--- src/logic/cmc_pkg.sv ---
// Package: constants and types for the CAN mode and control registers
package cmc_pkg;

  // Register byte offsets on the APB bus
  localparam logic [7:0] OFS_MODE_CONTROL = 8'h00;
  localparam logic [7:0] OFS_FILTER_BIT_COUNT = 8'h04;
  localparam logic [7:0] OFS_INTERRUPT_CODE = 8'h08;
  localparam logic [7:0] OFS_FIFO_AREA = 8'h0c;
  localparam logic [7:0] OFS_CONFIG_TWO = 8'h10;

  // Mode control field positions
  localparam int IDLE_STOP_BIT = 13;
  localparam int ABORT_ALL_BIT = 12;
  localparam int CLK_SEL_BIT = 11;
  localparam int REQ_MODE_LSB = 8;
  localparam int CUR_MODE_LSB = 5;
  localparam int CAPTURE_BIT = 3;
  localparam int WINDOW_BIT = 0;
  // Config register two, fifo area, status field positions
  localparam int WAKE_LP_BIT = 14;
  localparam int BUF_COUNT_LSB = 13;
  localparam int FIFO_START_LSB = 0;
  localparam int FILTER_HIT_LSB = 8;
  localparam int INT_CODE_LSB = 0;

  // Mode encoding, shared by request and current fields
  typedef enum logic [2:0] {
    CMC_NORMAL = 3'h0,
    CMC_DISABLE = 3'h1,
    CMC_LOOPBACK = 3'h2,
    CMC_LISTEN_ONLY = 3'h3,
    CMC_CONFIG = 3'h4,
    CMC_RSVD_A = 3'h5,
    CMC_RSVD_B = 3'h6,
    CMC_LISTEN_ALL = 3'h7
  } cmc_mode_t;

  // Reset values, last valid status codes and the reserved buffer count code
  localparam cmc_mode_t MODE_RESET = CMC_CONFIG;
  localparam logic [6:0] INT_CODE_RESET = 7'h40;
  localparam logic [6:0] INT_CODE_LAST = 7'h44;
  localparam logic [6:0] INT_CODE_BUF_LAST = 7'h0f;
  localparam logic [4:0] FILTER_HIT_LAST = 5'h0f;
  localparam logic [4:0] DATA_BIT_LAST = 5'h11;
  localparam logic [2:0] BUF_COUNT_RSVD = 3'h7;

  // Timing
  localparam logic [3:0] IDLE_BITS = 4'hb;
  localparam int CLK_PERIOD_PS = 8000;
  localparam int WAKE_FILTER_NS = 200;
  localparam int WAKE_FILTER_CYC =
    (WAKE_FILTER_NS * 1000 + CLK_PERIOD_PS - 1) / CLK_PERIOD_PS;

  // Controls handed to the protocol engine
  typedef struct packed {
    logic rx_en;
    logic tx_en;
    logic tx_permit;
    logic ack_err_en;
    logic err_cnt_en;
    logic err_cnt_clr;
    logic ignore_err;
    logic loopback;
    logic tx_pin_own;
    logic rx_pin_own;
    logic cfg_unlock;
    logic clk_sel;
    logic win_sel;
  } cmc_eng_ctrl_t;

endpackage

--- src/logic/cmc_mode_ctrl.sv ---
// Mode sequencing, control and status registers of a CAN controller
// Notes on behaviour
// (RULE1) Disable mode: no transmit or receive; wake flag may still rise.
// (RULE2) Disable request while active waits for 11 recessive bits first.
// (RULE3) Current mode reads disable only after disable is really entered.
// (RULE4) Disable mode releases transmit and receive pins to general I/O.
// (RULE5) Wake low-pass bit filters receive input during sleep or disable.
// (RULE6) New transmit waits 11 recessive bits; disable then aborts it.
// (RULE7) Code 000 is normal mode: pins owned, frames sent and received.
// (RULE8) Listen-only 011: passive, no error flags or acks, counters off.
// (RULE9) Listen-all 111: errors ignored, partial frame kept on error.
// (RULE10) Loopback 010: internal transmit feeds internal receive, pins free.
// (RULE11) Code 100 is configuration; 101, 110 reserved; same encodings.
// (RULE12) Idle-stop bit halts the controller while the device idles.
// (RULE13) Abort-all aborts every buffer; hardware clears it when done.
// (RULE14) Clock select: 1 instruction-cycle clock, 0 oscillator clock.
// (RULE15) Capture enable sends a capture event on each reception.
// (RULE16) Window bit: 1 filter registers, 0 buffer registers.
// (RULE17) Five-bit data bit count; codes above 10001 are invalid.
// (RULE18) Filter hit index holds matching filter 0 to 15; rest reserved.
// (RULE19) Interrupt code: buffers 0-15, 40-44 events, others reserved.
// (RULE20) Buffer count codes 0-6 give 4 to 32 buffers; 7 reserved.
// (RULE21) Fifo start names first receive fifo buffer, 0 to 31.
// (RULE22) Mode changes only when acceptable, normally after bus idle.
// (RULE23) Config entry stops traffic, clears error counters, unlocks regs.
// (RULE24) Reserved request codes are ignored; mode stays as it was.
//
// Register access over APB and the address map were chosen for this implementation.
`timescale 1ns/1ps
`default_nettype none

module cmc_mode_ctrl (
  input wire logic clk_i,
  input wire logic sys_rst_i,
  input wire logic [7:0] paddr_i,
  input wire logic psel_i,
  input wire logic penable_i,
  input wire logic pwrite_i,
  input wire logic [31:0] pwdata_i,
  output logic [31:0] prdata_o,
  output logic pready_o,
  output logic pslverr_o,
  input wire logic bus_receive_pin_i,
  output logic bus_transmit_pin_o,
  output logic bus_transmit_pin_oe_o,
  input wire logic bit_tick_i,
  input wire logic engine_tx_i,
  input wire logic tx_busy_i,
  input wire logic [7:0] tx_pending_i,
  input wire logic rx_done_i,
  input wire logic rx_error_i,
  input wire logic [4:0] data_bit_count_i,
  input wire logic hit_valid_i,
  input wire logic [4:0] filter_hit_index_i,
  input wire logic [6:0] interrupt_source_code_i,
  input wire logic cpu_idle_i,
  input wire logic cpu_sleep_i,
  output logic engine_rx_o,
  output var cmc_pkg::cmc_eng_ctrl_t eng_ctrl_o,
  output logic [7:0] tx_abort_o,
  output logic partial_store_o,
  output logic wake_activity_o,
  output logic rx_capture_event_o,
  output logic [5:0] buffer_count_o,
  output logic [4:0] fifo_start_buffer_o,
  output logic [4:0] filter_data_bit_count_o,
  output logic halted_o
);

  function automatic logic mode_active(input cmc_pkg::cmc_mode_t m);
    mode_active = (m != cmc_pkg::CMC_DISABLE) && (m != cmc_pkg::CMC_CONFIG);
  endfunction

  function automatic logic mode_reserved(input logic [2:0] m);
    mode_reserved = (m == cmc_pkg::CMC_RSVD_A) || (m == cmc_pkg::CMC_RSVD_B);
  endfunction

  function automatic logic mode_can_tx(input cmc_pkg::cmc_mode_t m);
    mode_can_tx = (m == cmc_pkg::CMC_NORMAL) || (m == cmc_pkg::CMC_LOOPBACK);
  endfunction

  // Saturating count of consecutive recessive bits
  function automatic logic [3:0] idle_next(input logic [3:0] c,
                                           input logic tick,
                                           input logic rx);
    if (!tick) begin
      idle_next = c;
    end else if (!rx) begin
      idle_next = 4'h0;
    end else if (c < cmc_pkg::IDLE_BITS) begin
      idle_next = c + 4'h1;
    end else begin
      idle_next = c;
    end
  endfunction

  function automatic logic [5:0] buf_count(input logic [2:0] code);
    case (code)
      3'h0: buf_count = 6'h04;
      3'h1: buf_count = 6'h06;
      3'h2: buf_count = 6'h08;
      3'h3: buf_count = 6'h0c;
      3'h4: buf_count = 6'h10;
      3'h5: buf_count = 6'h18;
      default: buf_count = 6'h20;
    endcase
  endfunction

  // Receive pin synchroniser
  logic rx_meta_reg;
  logic rx_sync_reg;
  always_ff @(posedge clk_i or posedge sys_rst_i) begin
    if (sys_rst_i) begin
      rx_meta_reg <= 1'b1;
      rx_sync_reg <= 1'b1;
    end else begin
      rx_meta_reg <= bus_receive_pin_i;
      rx_sync_reg <= rx_meta_reg;
    end
  end

  // Register state
  cmc_pkg::cmc_mode_t req_reg;
  cmc_pkg::cmc_mode_t cur_reg;
  logic idle_stop_reg;
  logic abort_all_reg;
  logic clk_sel_reg;
  logic capture_en_reg;
  logic win_reg;
  logic wake_lp_reg;
  logic [2:0] buf_sel_reg;
  logic [4:0] fifo_start_reg;
  logic [4:0] dbit_reg;
  logic [4:0] hit_reg;
  logic [6:0] interrupt_source_code_reg;
  logic [3:0] idle_cnt_reg;
  logic [3:0] entry_cnt_reg;
  logic [7:0] wake_cnt_reg;
  logic wake_seen_reg;

  // APB decode
  wire logic access = psel_i & penable_i & ~pready_o;
  // Writes land on the edge that samples pready high, ending the transfer
  wire logic wr = psel_i & penable_i & pready_o & pwrite_i;
  wire logic hit_mode = paddr_i == cmc_pkg::OFS_MODE_CONTROL;
  wire logic hit_fbc = paddr_i == cmc_pkg::OFS_FILTER_BIT_COUNT;
  wire logic hit_ic = paddr_i == cmc_pkg::OFS_INTERRUPT_CODE;
  wire logic hit_fifo = paddr_i == cmc_pkg::OFS_FIFO_AREA;
  wire logic hit_cfg2 = paddr_i == cmc_pkg::OFS_CONFIG_TWO;
  wire logic mapped = hit_mode | hit_fbc | hit_ic | hit_fifo | hit_cfg2;
  wire logic in_config = cur_reg == cmc_pkg::CMC_CONFIG;
  // Locked registers ignore writes outside configuration mode
  wire logic wr_mode = wr & hit_mode;
  wire logic wr_fifo = wr & hit_fifo & in_config; // RULE23
  wire logic wr_cfg2 = wr & hit_cfg2 & in_config; // RULE23
  wire logic [2:0] wr_req = pwdata_i[cmc_pkg::REQ_MODE_LSB +: 3];
  wire logic [2:0] wr_buf = pwdata_i[cmc_pkg::BUF_COUNT_LSB +: 3];

  wire logic [15:0] mode_word = {2'h0, idle_stop_reg, abort_all_reg,
    clk_sel_reg, req_reg, cur_reg, 1'b0, capture_en_reg, 2'h0, win_reg};
  wire logic [15:0] fbc_word = {11'h0, dbit_reg};
  wire logic [15:0] ic_word = {3'h0, hit_reg, 1'b0, interrupt_source_code_reg};
  wire logic [15:0] fifo_word = {buf_sel_reg, 8'h0, fifo_start_reg};
  wire logic [15:0] cfg2_word = {1'b0, wake_lp_reg, 14'h0};
  wire logic [15:0] rd_word = hit_mode ? mode_word :
                              hit_fbc ? fbc_word :
                              hit_ic ? ic_word :
                              hit_fifo ? fifo_word :
                              hit_cfg2 ? cfg2_word : 16'h0;

  // Access phase takes two cycles: pready rises on the second
  always_ff @(posedge clk_i or posedge sys_rst_i) begin
    if (sys_rst_i) begin
      pready_o <= 1'b0;
      pslverr_o <= 1'b0;
      prdata_o <= 32'h0;
    end else begin
      pready_o <= access;
      pslverr_o <= access & ~mapped;
      prdata_o <= (access & ~pwrite_i) ? {16'h0, rd_word} : 32'h0;
    end
  end

  // Bus idle and mode sequencing
  wire logic rx_line = (cur_reg == cmc_pkg::CMC_LOOPBACK) ?
                       engine_tx_i : rx_sync_reg; // RULE10
  wire logic bus_idle = idle_cnt_reg == cmc_pkg::IDLE_BITS;
  wire logic change_pending = req_reg != cur_reg;
  // Leaving an active mode needs bus idle and no frame in flight
  wire logic change_ok = change_pending &
    (~mode_active(cur_reg) | (bus_idle & ~tx_busy_i)); // RULE2 RULE22
  wire logic tx_hold = entry_cnt_reg != cmc_pkg::IDLE_BITS;
  wire logic early_abort = mode_can_tx(cur_reg) & tx_hold &
    (req_reg == cmc_pkg::CMC_DISABLE); // RULE6
  wire logic halted = idle_stop_reg & cpu_idle_i; // RULE12

  always_ff @(posedge clk_i or posedge sys_rst_i) begin
    if (sys_rst_i) begin
      cur_reg <= cmc_pkg::MODE_RESET;
      idle_cnt_reg <= 4'h0;
      entry_cnt_reg <= 4'h0;
    end else begin
      idle_cnt_reg <= idle_next(idle_cnt_reg, bit_tick_i, rx_line);
      if (change_ok) begin
        cur_reg <= req_reg; // RULE3 RULE11
        entry_cnt_reg <= 4'h0; // RULE6
      end else begin
        entry_cnt_reg <= idle_next(entry_cnt_reg, bit_tick_i, rx_line);
      end
    end
  end

  // Software-written control fields
  always_ff @(posedge clk_i or posedge sys_rst_i) begin
    if (sys_rst_i) begin
      req_reg <= cmc_pkg::MODE_RESET;
      idle_stop_reg <= 1'b0;
      clk_sel_reg <= 1'b0;
      capture_en_reg <= 1'b0;
      win_reg <= 1'b0;
    end else if (wr_mode) begin
      if (!mode_reserved(wr_req)) begin
        req_reg <= cmc_pkg::cmc_mode_t'(wr_req); // RULE24
      end
      idle_stop_reg <= pwdata_i[cmc_pkg::IDLE_STOP_BIT]; // RULE12
      clk_sel_reg <= pwdata_i[cmc_pkg::CLK_SEL_BIT]; // RULE14
      capture_en_reg <= pwdata_i[cmc_pkg::CAPTURE_BIT]; // RULE15
      win_reg <= pwdata_i[cmc_pkg::WINDOW_BIT]; // RULE16
    end
  end

  // Abort-all: software sets, hardware clears; a set in the same cycle wins
  wire logic abort_set = wr_mode & pwdata_i[cmc_pkg::ABORT_ALL_BIT];
  always_ff @(posedge clk_i or posedge sys_rst_i) begin
    if (sys_rst_i) begin
      abort_all_reg <= 1'b0;
    end else if (abort_set) begin
      abort_all_reg <= 1'b1; // RULE13
    end else if (tx_pending_i == 8'h0) begin
      abort_all_reg <= 1'b0; // RULE13
    end
  end

  // Locked configuration fields
  always_ff @(posedge clk_i or posedge sys_rst_i) begin
    if (sys_rst_i) begin
      wake_lp_reg <= 1'b0;
      buf_sel_reg <= 3'h0;
      fifo_start_reg <= 5'h0;
    end else begin
      if (wr_cfg2) begin
        wake_lp_reg <= pwdata_i[cmc_pkg::WAKE_LP_BIT]; // RULE5
      end
      if (wr_fifo) begin
        if (wr_buf != cmc_pkg::BUF_COUNT_RSVD) begin
          buf_sel_reg <= wr_buf; // RULE20
        end
        fifo_start_reg <= pwdata_i[cmc_pkg::FIFO_START_LSB +: 5]; // RULE21
      end
    end
  end

  // Status capture; invalid or reserved codes keep the last good value
  wire logic dbit_ok = data_bit_count_i <= cmc_pkg::DATA_BIT_LAST;
  wire logic hit_ok = hit_valid_i &
    (filter_hit_index_i <= cmc_pkg::FILTER_HIT_LAST);
  wire logic interrupt_source_code_ok =
    (interrupt_source_code_i <= cmc_pkg::INT_CODE_BUF_LAST) |
    ((interrupt_source_code_i >= cmc_pkg::INT_CODE_RESET) &
     (interrupt_source_code_i <= cmc_pkg::INT_CODE_LAST));
  always_ff @(posedge clk_i or posedge sys_rst_i) begin
    if (sys_rst_i) begin
      dbit_reg <= 5'h0;
      hit_reg <= 5'h0;
      interrupt_source_code_reg <= cmc_pkg::INT_CODE_RESET;
    end else begin
      if (dbit_ok) begin
        dbit_reg <= data_bit_count_i; // RULE17
      end
      if (hit_ok) begin
        hit_reg <= filter_hit_index_i; // RULE18
      end
      if (interrupt_source_code_ok) begin
        interrupt_source_code_reg <= interrupt_source_code_i; // RULE19
      end
    end
  end

  // Wake detection; the filter rejects short glitches on a quiet bus
  wire logic wake_window = (cur_reg == cmc_pkg::CMC_DISABLE) | cpu_sleep_i;
  wire logic filter_on = wake_lp_reg & wake_window; // RULE5
  wire logic [7:0] wake_need =
    filter_on ? 8'(cmc_pkg::WAKE_FILTER_CYC) : 8'h1;
  wire logic wake_hit = wake_cnt_reg >= wake_need;
  always_ff @(posedge clk_i or posedge sys_rst_i) begin
    if (sys_rst_i) begin
      wake_cnt_reg <= 8'h0;
      wake_seen_reg <= 1'b0;
    end else if (rx_sync_reg) begin
      wake_cnt_reg <= 8'h0;
      wake_seen_reg <= 1'b0;
    end else begin
      if (!wake_hit) begin
        wake_cnt_reg <= wake_cnt_reg + 8'h1;
      end
      wake_seen_reg <= wake_hit;
    end
  end

  // Engine controls by mode
  cmc_pkg::cmc_eng_ctrl_t ctrl_next;
  always_comb begin
    ctrl_next = '0;
    ctrl_next.clk_sel = clk_sel_reg; // RULE14
    ctrl_next.win_sel = win_reg; // RULE16
    case (cur_reg)
      cmc_pkg::CMC_NORMAL: begin
        ctrl_next.rx_en = 1'b1; // RULE7
        ctrl_next.tx_en = 1'b1;
        ctrl_next.ack_err_en = 1'b1;
        ctrl_next.err_cnt_en = 1'b1;
        ctrl_next.tx_pin_own = 1'b1;
        ctrl_next.rx_pin_own = 1'b1;
      end
      cmc_pkg::CMC_LISTEN_ONLY: begin
        ctrl_next.rx_en = 1'b1; // RULE8
        ctrl_next.rx_pin_own = 1'b1;
      end
      cmc_pkg::CMC_LISTEN_ALL: begin
        ctrl_next.rx_en = 1'b1; // RULE9
        ctrl_next.ignore_err = 1'b1;
        ctrl_next.rx_pin_own = 1'b1;
      end
      cmc_pkg::CMC_LOOPBACK: begin
        ctrl_next.rx_en = 1'b1; // RULE10
        ctrl_next.tx_en = 1'b1;
        ctrl_next.ack_err_en = 1'b1;
        ctrl_next.err_cnt_en = 1'b1;
        ctrl_next.loopback = 1'b1;
      end
      cmc_pkg::CMC_CONFIG: begin
        ctrl_next.err_cnt_clr = 1'b1; // RULE23
        ctrl_next.cfg_unlock = 1'b1; // RULE23
      end
      default: begin
        ctrl_next.rx_en = 1'b0; // RULE1 RULE4
      end
    endcase
    if (halted) begin
      ctrl_next.rx_en = 1'b0; // RULE12
      ctrl_next.tx_en = 1'b0;
    end
    ctrl_next.tx_permit = ctrl_next.tx_en & ~tx_hold; // RULE6
  end

  // Registered outputs
  always_ff @(posedge clk_i or posedge sys_rst_i) begin
    if (sys_rst_i) begin
      eng_ctrl_o <= '0;
      engine_rx_o <= 1'b1;
      bus_transmit_pin_o <= 1'b1;
      bus_transmit_pin_oe_o <= 1'b0;
      tx_abort_o <= 8'h0;
      partial_store_o <= 1'b0;
      wake_activity_o <= 1'b0;
      rx_capture_event_o <= 1'b0;
      buffer_count_o <= 6'h04;
      fifo_start_buffer_o <= 5'h0;
      filter_data_bit_count_o <= 5'h0;
      halted_o <= 1'b0;
    end else begin
      eng_ctrl_o <= ctrl_next;
      engine_rx_o <= ctrl_next.rx_en ? rx_line : 1'b1; // RULE1 RULE10
      bus_transmit_pin_o <= engine_tx_i;
      bus_transmit_pin_oe_o <= ctrl_next.tx_pin_own; // RULE4 RULE8
      tx_abort_o <= (abort_all_reg | early_abort) ?
                    tx_pending_i : 8'h0; // RULE6 RULE13
      partial_store_o <= rx_error_i & ctrl_next.ignore_err; // RULE9
      wake_activity_o <= wake_hit & ~wake_seen_reg & wake_window;
      rx_capture_event_o <= rx_done_i & capture_en_reg &
                            ctrl_next.rx_en; // RULE15
      buffer_count_o <= buf_count(buf_sel_reg); // RULE20
      fifo_start_buffer_o <= fifo_start_reg; // RULE21
      filter_data_bit_count_o <= dbit_reg; // RULE17
      halted_o <= halted; // RULE12
    end
  end

  // Checks
  AST_DISABLE_QUIET: assert property ( // RULE1
    @(posedge clk_i) disable iff (sys_rst_i)
    cur_reg == cmc_pkg::CMC_DISABLE |=> !eng_ctrl_o.rx_en && !eng_ctrl_o.tx_en
      && !bus_transmit_pin_oe_o)
    else $error("traffic enabled in disable mode");

  AST_WAIT_IDLE: assert property ( // RULE22
    @(posedge clk_i) disable iff (sys_rst_i)
    change_pending && mode_active(cur_reg) && bus_idle && !tx_busy_i
      |=> cur_reg == $past(req_reg))
    else $error("mode change not taken on idle bus");

  AST_LEAVE_ACTIVE: assert property ( // RULE2
    @(posedge clk_i) disable iff (sys_rst_i)
    mode_active(cur_reg) && !bus_idle |=> cur_reg == $past(cur_reg))
    else $error("active mode left before bus idle");

  AST_CUR_FOLLOWS_REQ: assert property ( // RULE3
    @(posedge clk_i) disable iff (sys_rst_i)
    !mode_active(cur_reg) && change_pending |=> cur_reg == $past(req_reg))
    else $error("current mode did not take request");

  AST_NO_RESERVED: assert property ( // RULE24
    @(posedge clk_i) disable iff (sys_rst_i)
    !mode_reserved(cur_reg) && !mode_reserved(req_reg))
    else $error("reserved mode code seen");

  AST_LOOP_PINS: assert property ( // RULE10
    @(posedge clk_i) disable iff (sys_rst_i)
    cur_reg == cmc_pkg::CMC_LOOPBACK ##1 cur_reg == cmc_pkg::CMC_LOOPBACK
      |-> eng_ctrl_o.loopback && !bus_transmit_pin_oe_o)
    else $error("loopback drives transmit pin");

  AST_LISTEN_PASSIVE: assert property ( // RULE8
    @(posedge clk_i) disable iff (sys_rst_i)
    cur_reg == cmc_pkg::CMC_LISTEN_ONLY |=> !eng_ctrl_o.ack_err_en &&
      !eng_ctrl_o.err_cnt_en && !bus_transmit_pin_oe_o)
    else $error("listen-only not passive");

  AST_ABORT_CLEAR: assert property ( // RULE13
    @(posedge clk_i) disable iff (sys_rst_i)
    abort_all_reg && tx_pending_i == 8'h0 && !abort_set |=> !abort_all_reg)
    else $error("abort-all not cleared");

  AST_TX_HOLD: assert property ( // RULE6
    @(posedge clk_i) disable iff (sys_rst_i)
    $changed(cur_reg) |=> (!eng_ctrl_o.tx_permit) [*2])
    else $error("transmit permitted before idle bits");

  AST_CAPTURE: assert property ( // RULE15
    @(posedge clk_i) disable iff (sys_rst_i)
    rx_capture_event_o |-> $past(capture_en_reg) && $past(rx_done_i))
    else $error("capture event without enable");

  AST_BUF_COUNT: assert property ( // RULE20
    @(posedge clk_i) disable iff (sys_rst_i)
    buf_sel_reg != cmc_pkg::BUF_COUNT_RSVD)
    else $error("reserved buffer count stored");

  COV_TO_NORMAL: cover property (@(posedge clk_i) disable iff (sys_rst_i)
    cur_reg == cmc_pkg::CMC_CONFIG ##1 cur_reg == cmc_pkg::CMC_NORMAL);
  COV_TO_DISABLE: cover property (@(posedge clk_i) disable iff (sys_rst_i)
    cur_reg == cmc_pkg::CMC_NORMAL ##1 cur_reg == cmc_pkg::CMC_DISABLE);
  COV_EARLY_ABORT: cover property (@(posedge clk_i) disable iff (sys_rst_i)
    early_abort && tx_pending_i != 8'h0);
  COV_WAKE: cover property (@(posedge clk_i) disable iff (sys_rst_i)
    wake_activity_o && filter_on);

endmodule

`default_nettype wire

--- config.mk ---
export PLATFORM = sky130hd
export DESIGN_NAME = cmc_mode_ctrl
export DESIGN_NICKNAME = d
export VERILOG_FILES = /design/src/logic/cmc_pkg.sv /design/src/logic/cmc_mode_ctrl.sv
export SDC_FILE = /design/constraint.sdc
export NUM_CORES = 1
export LEC_CHECK = 0
export BUFFER_PORTS_ARGS = -buffer_cell sky130_fd_sc_hd__buf_2
export CAP_MARGIN = 15
export CORE_MARGIN = 1.5
export CORE_UTILIZATION = 54
export DETAILED_ROUTE_END_ITERATION = 8
export GPL_ROUTABILITY_DRIVEN = 0
export PLACE_DENSITY_LB_ADDON = 0.3
export SLEW_MARGIN = 25
export SYNTH_ARGS = -nofsm -noshare
export SYNTH_HDL_FRONTEND = slang
export SYNTH_SLANG_ARGS = --single-unit
--- constraint.sdc ---
create_clock -name clk_i -period 10.1 [get_ports clk_i]
set_clock_uncertainty 0.2 [all_clocks]
set_input_delay 1.01 -clock clk_i [delete_from_list [all_inputs] [get_ports clk_i]]
set_output_delay 1.01 -clock clk_i [all_outputs]
set_load 0.03 [all_outputs]
# ---- Word level (Yosys, flattened, before mapping)
# Cells that the tools add are included.
dict set report classes {
  add_sub_neg 3
  mul 0
  div 0
  magnitude_cmp 8
  eq_ne 26
  n_shift 0
  mux 31
  n_bitwise 42
  reduce_logical 16
}
# op n
set op_table {}
lappend op_table {{two-way mux 16 bit} 5}
lappend op_table {{case mux 6 bit (6 select lines)} 1}
lappend op_table {{bitwise AND 1 bit} 26}
lappend op_table {{two-way mux 4 bit} 6}
lappend op_table {{two-way mux 8 bit} 3}
lappend op_table {{== test 3 bit, second input constant} 6}
lappend op_table {{== test 8 x 4 -> 1 bit, second input constant} 2}
lappend op_table {{zero test 8 bit} 2}
lappend op_table {{two-way mux 15 bit} 1}
lappend op_table {{== test 3 x 2 -> 1 bit, second input constant} 4}
lappend op_table {{two-way mux 1 bit} 12}
lappend op_table {{== test 3 x 1 -> 1 bit, second input constant} 3}
lappend op_table {{adder 4 x 1 -> 4 bit, second input constant} 2}
lappend op_table {{adder 8 x 1 -> 8 bit, second input constant} 1}
lappend op_table {{== test 8 x 3 -> 1 bit, second input constant} 1}
lappend op_table {{== test 8 x 5 -> 1 bit, second input constant} 1}
lappend op_table {{greater-or-equal comparator 8 x 5 -> 1 bit} 1}
lappend op_table {{less-than comparator 4 bit, second input constant} 2}
lappend op_table {{NOT 1 bit} 8}
lappend op_table {{OR 1 bit} 8}
lappend op_table {{AND reduction 2 bit} 4}
lappend op_table {{greater-or-equal comparator 7 bit, second input constant} 1}
lappend op_table {{less-or-equal comparator 7 x 4 -> 1 bit, second input constant} 1}
lappend op_table {{less-or-equal comparator 7 bit, second input constant} 1}
lappend op_table {{18 further kinds} 24}
dict set report word_totals {
  reg_bits 116
  latchBits 0
  ram_bits 0
  mem_bits_ro 0
  in_bits 79
  output_inout_bits 78
  wordCells 170
  memories 0
}

# ---- Logic depth before layout (Yosys ltp)
dict set report depth {
  depth_word 7
  mapped_depth 8
  depth_no_buf 7
}

# ---- Worst setup path before layout
# No wires, ideal clock.
dict set report synth_timing {
  path_kind {in2reg}
  from {in paddr_i[1]}
  to {reg prdata_o[7]}
  setup_ps 81
  arrival_ps 2637
  required_time_ps 9819
  path_slack_ps 7182
  stages 6
  n_path_buf 2
  path_cell_list {or4_4 or4_4 buf_6 or2_1 buf_6 nor3b_2}
}
dict set report synth_via {
  elab_chain_len 6
  word_cells_on_any_way 9
  cone_classes {3 x eq/ne; 5 x mux; 1 x reduce/logical}
}
# element line
set synth_lines {}
lappend synth_lines {{start, declared} cmc_mode_ctrl.sv:35} ;# input wire logic [7:0] paddr_i,
lappend synth_lines {{== test 8 x 4 -> 1 bit} cmc_mode_ctrl.sv:148} ;# wire logic hit_fifo = paddr_i == cmc_pkg::OFS_FIFO_AREA;
lappend synth_lines {{two-way mux 16 bit} cmc_mode_ctrl.sv:168} ;# hit_fifo ? fifo_word :
lappend synth_lines {{two-way mux 16 bit} cmc_mode_ctrl.sv:167} ;# hit_ic ? ic_word :
lappend synth_lines {{two-way mux 16 bit} cmc_mode_ctrl.sv:166} ;# hit_fbc ? fbc_word :
lappend synth_lines {{two-way mux 16 bit (*)} cmc_mode_ctrl.sv:165} ;# wire logic [15:0] rd_word = hit_mode ? mode_word :
lappend synth_lines {{two-way mux 16 bit (*)} cmc_mode_ctrl.sv:180} ;# prdata_o <= (access & ~pwrite_i) ? {16'h0, rd_word} : 32'h0;
lappend synth_lines {{end signal, assigned} cmc_mode_ctrl.sv:180}
lappend synth_lines {{end, declared} cmc_mode_ctrl.sv:40} ;# output logic [31:0] prdata_o,
# Every way passes the cells marked *; elsewhere a longest branch is shown, timed or not.
# A chain may end at the register's enable or synchronous reset.

# ---- Worst setup path after layout
dict set report layout_timing {
  from {reg cur_reg[0]}
  to {reg wake_cnt_reg[4]}
}
dict set report layout_via {
  elab_chain_len 6
}
# element line
set layout_lines {}
lappend layout_lines {{start, declared} cmc_mode_ctrl.sv:124} ;# cmc_pkg::cmc_mode_t cur_reg;
lappend layout_lines {{start signal, assigned} cmc_mode_ctrl.sv:199} ;# cur_reg <= cmc_pkg::MODE_RESET;
lappend layout_lines {{start signal, assigned} cmc_mode_ctrl.sv:205} ;# cur_reg <= req_reg;
lappend layout_lines {{== test 3 x 1 -> 1 bit} cmc_mode_ctrl.sv:290} ;# wire logic wake_window = (cur_reg == cmc_pkg::CMC_DISABLE) | cpu_sleep_i;
lappend layout_lines {{OR 1 bit} cmc_mode_ctrl.sv:290}
lappend layout_lines {{bitwise AND 1 bit} cmc_mode_ctrl.sv:291} ;# wire logic filter_on = wake_lp_reg & wake_window;
lappend layout_lines {{two-way mux 5 bit} cmc_mode_ctrl.sv:293} ;# filter_on ? 8'(cmc_pkg::WAKE_FILTER_CYC) : 8'h1;
lappend layout_lines {{greater-or-equal comparator 8 x 5 -> 1 bit} cmc_mode_ctrl.sv:294} ;# wire logic wake_hit = wake_cnt_reg >= wake_need;
lappend layout_lines {{!= test 2 bit (no line)} --}
lappend layout_lines {{end signal, assigned} cmc_mode_ctrl.sv:304} ;# wake_cnt_reg <= wake_cnt_reg + 8'h1;
lappend layout_lines {{end, declared} cmc_mode_ctrl.sv:138} ;# logic [7:0] wake_cnt_reg;
# Every way passes these cells.

==> flow_metrics.py <==
metrics = {
    "hold_path": {
        "hold_path.class": "reg2reg",
    },
    "power": {
        "power_density_mw_per_mm2": 200.0,
        "clkPwrFrac_pct": 48.4,
        "p_comb_share_pct": 9.7,
        "p_sw_mw": 0.2988,
        "power_switching_share_pct": 25.19,
        "share_seq_of_total_power_pct": 42.0,
        "ir_worst_vdd_v": 0.0001413,
        "p_total_mw": 1.186,
        "cell_internal_pwr_mw": 0.8876,
        "p_leak_nw": 3.029,
    },
    "worst_setup_path": {
        "cp.arrival_ps": 3000,
        "cp_data_required_time_ps": 10330,
        "path_class": "reg2reg",
        "critPathMaxStageDelay_ps": 540,
        "critPathCaptureType": "register",
        "path_buf_inv": 0,
        "worstPathCellList": "nor3b_1 -> o21ai_0 -> ha_1 -> nor4_1 -> o21ai_1 -> or3_1 -> a21oi_1",
        "crit_path_max_fanout": 10,
        "crit_family": "simple AND/OR/NAND/NOR gates",
        "start_kind": "register",
        "slowest_stage": "dfrtp_1",
    },
    "route": {
        "drtIter0Drc": 125,
        "ant_nets": 0,
        "met3_length_microns": 614,
        "routed.top_layer": "met4",
        "drt-met1-wl_mm": 4.433,
        "routed_wl_mm": 9.744,
        "vias": 3397,
        "wl_per_cell_microns": 15.13,
        "avgViaCountPerCell": 5.275,
        "route.met2.wl_mm": 4.506,
        "drt-pass1-iter-count": 4,
        "drc": 0,
    },
    "final_layout": {
        "final_area_sq_mm": 0.005933,
        "largest_register": "prdata_o",
        "area_growth_syn_to_layout_pct": 24.89,
        "nets": 609,
        "fin_cells": 644,
        "reg.largest.list": "prdata_o: 16 flops, eng_ctrl_o: 11 flops",
        "drive_gt1_share_pct": 36.57,
        "largest_reg_flops": 16,
        "diodes": 0,
    },
    "timing": {
        "fmax_ghz": 0.3609,
        "setup_viol": 0,
        "hold-worst-slack_ps": 164.8,
        "slew_violations": 0,
        "min_period_ps": 2771,
        "finalHoldViolCount": 0,
        "rsz0062_at_grt": "false",
        "slew_headroom_pct": 45.40,
        "period_share_pct": 27.43,
        "tightestPinTransition_ps": 819.0,
        "setup-tns-final_ps": 0,
    },
    "logic_synthesis": {
        "ys_seq_area_share_pct": 60.26,
        "ys_ff_latch": 114,
        "yosys_warnings": 0,
        "synthFlopType": "dfrtp_1",
        "netlist_area_sq_mm": 0.004751,
        "syn_area_per_cell_sq_um": 11.91,
        "synth_top_area_share_pct": 55.83,
        "yosysUniqueCellTypes": 50,
        "synthTopCellsByArea": "dfrtp_1 56%, mux2_2 5.0%, dfstp_2 4.4%",
        "syn_inst": 399,
        "synthTopCellsByCount": "106 x dfrtp_1, 32 x nor2_1, 22 x nor2b_1, 21 x mux2_2, 21 x nand2_1",
        "yosys.cell_count.top_type": "dfrtp_1",
        "synth_top_cell_by_area": "dfrtp_1",
        "synth_edf_count": 0,
        "async_flop_share_pct": 100.0,
    },
    "clocking": {
        "tritoncts": "yes",
        "clkSinkCount": 114,
        "clkTransAtPathRegs_ps": 60,
        "holdBufCountCts": 0,
        "cts_resized": 0,
        "clk_path_buf_depth": 2,
        "cts-buffers-inserted": 17,
        "clk_latency_ps": 510,
        "cts_setup_buffers": 0,
        "cts_root_buffer": "clkbuf_8",
        "htreeDepth": 4,
    },
    "floorplanning": {
        "ios": 157,
        "die_h_microns": 96.80,
        "num_rows": 34,
        "dieArea_sq_mm": 0.009369,
        "initial_utilization_pct": 55.01,
        "die_w_microns": 96.80,
        "core_sq_mm": 0.008636,
    },
    "global_route": {
        "grt_pass1_vias": 3382,
        "grt_util_all_layers_pct": 22.02,
        "grt_overflow": 0,
        "antenna_found_initial": 0,
        "grt_max_degree": 70,
        "grt_pass1_wl_mm": 16.11,
    },
    "placed_design": {
        "place_inst": 612,
        "io_buffer_count": 120,
        "dp_hpwl_mm": 6.840,
        "dpl-instance-area_sq_mm": 0.005350,
    },
    "outcome": {
        "outcome": "completed",
    },
    "flow_run": {
        "cap_violations": 0,
    },
}
==> layout make-up <==
cell class | instances | area, sq um
sequential | 114 | 2863
fill | 644 | 2703
multi-input combinational | 253 | 1678
timing repair buffer | 122 | 615.6
clock buffer | 18 | 427.9
clock inverter | 14 | 155.1
tap | 108 | 135.1
inverter | 15 | 58.81
==> power by group through the flow <==
stage | combinational (mW) | clock (mW) | sequential (mW)
after floorplan | 0.0782 | 0 | 0.510
after global placement | 0.111 | 0 | 0.504
after detailed placement | 0.115 | 0 | 0.505
after CTS | 0.116 | 0.583 | 0.497
after global routing | 0.128 | 0.603 | 0.501
final | 0.115 | 0.574 | 0.498
==> per-layer routing <==
layer	GRT usage, %	vias up
li1	-	1591
met1	29.40	1662
met2	32.92	129
met3	6.720	15
met4	10.81	0
met5	0	-
==> layout by cell type (no fill, tap or decap), types with 7 or more instances in the layout <==
cell | Yosys | final
a21oi_1 | 19 | 19
buf_2 | 0 | 120
clkbuf_16 | 0 | 16
conb_1 | 1 | 17
dfrtp_1 | 106 | 106
dfstp_2 | 8 | 8
ha_1 | 7 | 7
inv_1 | 15 | 14
mux2_2 | 21 | 21
mux2i_1 | 9 | 9
nand2_1 | 21 | 21
nor2_1 | 32 | 32
nor2b_1 | 22 | 22
nor3_1 | 7 | 7
o21ai_0 | 15 | 15
xor2_1 | 7 | 7
==> per-stage QoR <==
step | utilization, % | worst slack [ps]
after floorplan | - | 5888
after global placement | 61.95 | 6982
after detailed placement | 61.95 | 6935
after CTS | 68.70 | 7303
after global routing | 68.70 | 7141
final | 68.70 | 7329
==> kinds of logic (layout without fill, tap and decap cells) <==
group / Yosys count / in the layout / synth area share, %
fa+ha+maj: 7 / 7 / 1.843
mux: 32 / 32 / 7.822
xor+xnor: 10 / 10 / 1.844
buf+inv: 48 / 169 / 5.689
simple gates: 130 / 130 / 15.12
flops: 114 / 114 / 60.26
compound gates: 57 / 57 / 7.348
other cells: 1 / 17 / 0.07893
==> worst reg2reg max path, cell delays in order, from the launching register on <==
cell,delay (ps)
dfrtp_1,540
nor3b_1,300
o21ai_0,150
ha_1,210
nor4_1,430
o21ai_1,310
or3_1,410
a21oi_1,150
==> final timing paths <==
path	startpoint	endpoint	slack, ps	cells past startpoint
worst min-delay path	rx_meta_reg	rx_sync_reg	160	0
min in group asynchronous	sys_rst_i	prdata_o[14]	350	2
max in group asynchronous	sys_rst_i	entry_cnt_reg[3]	8120	3
worst max-delay path	cur_reg[0]	wake_cnt_reg[4]	7330	7
worst max register to register	cur_reg[0]	wake_cnt_reg[4]	7330	7
worst min register to register	rx_meta_reg	rx_sync_reg	160	0
(Power assumes the default switching activity.)
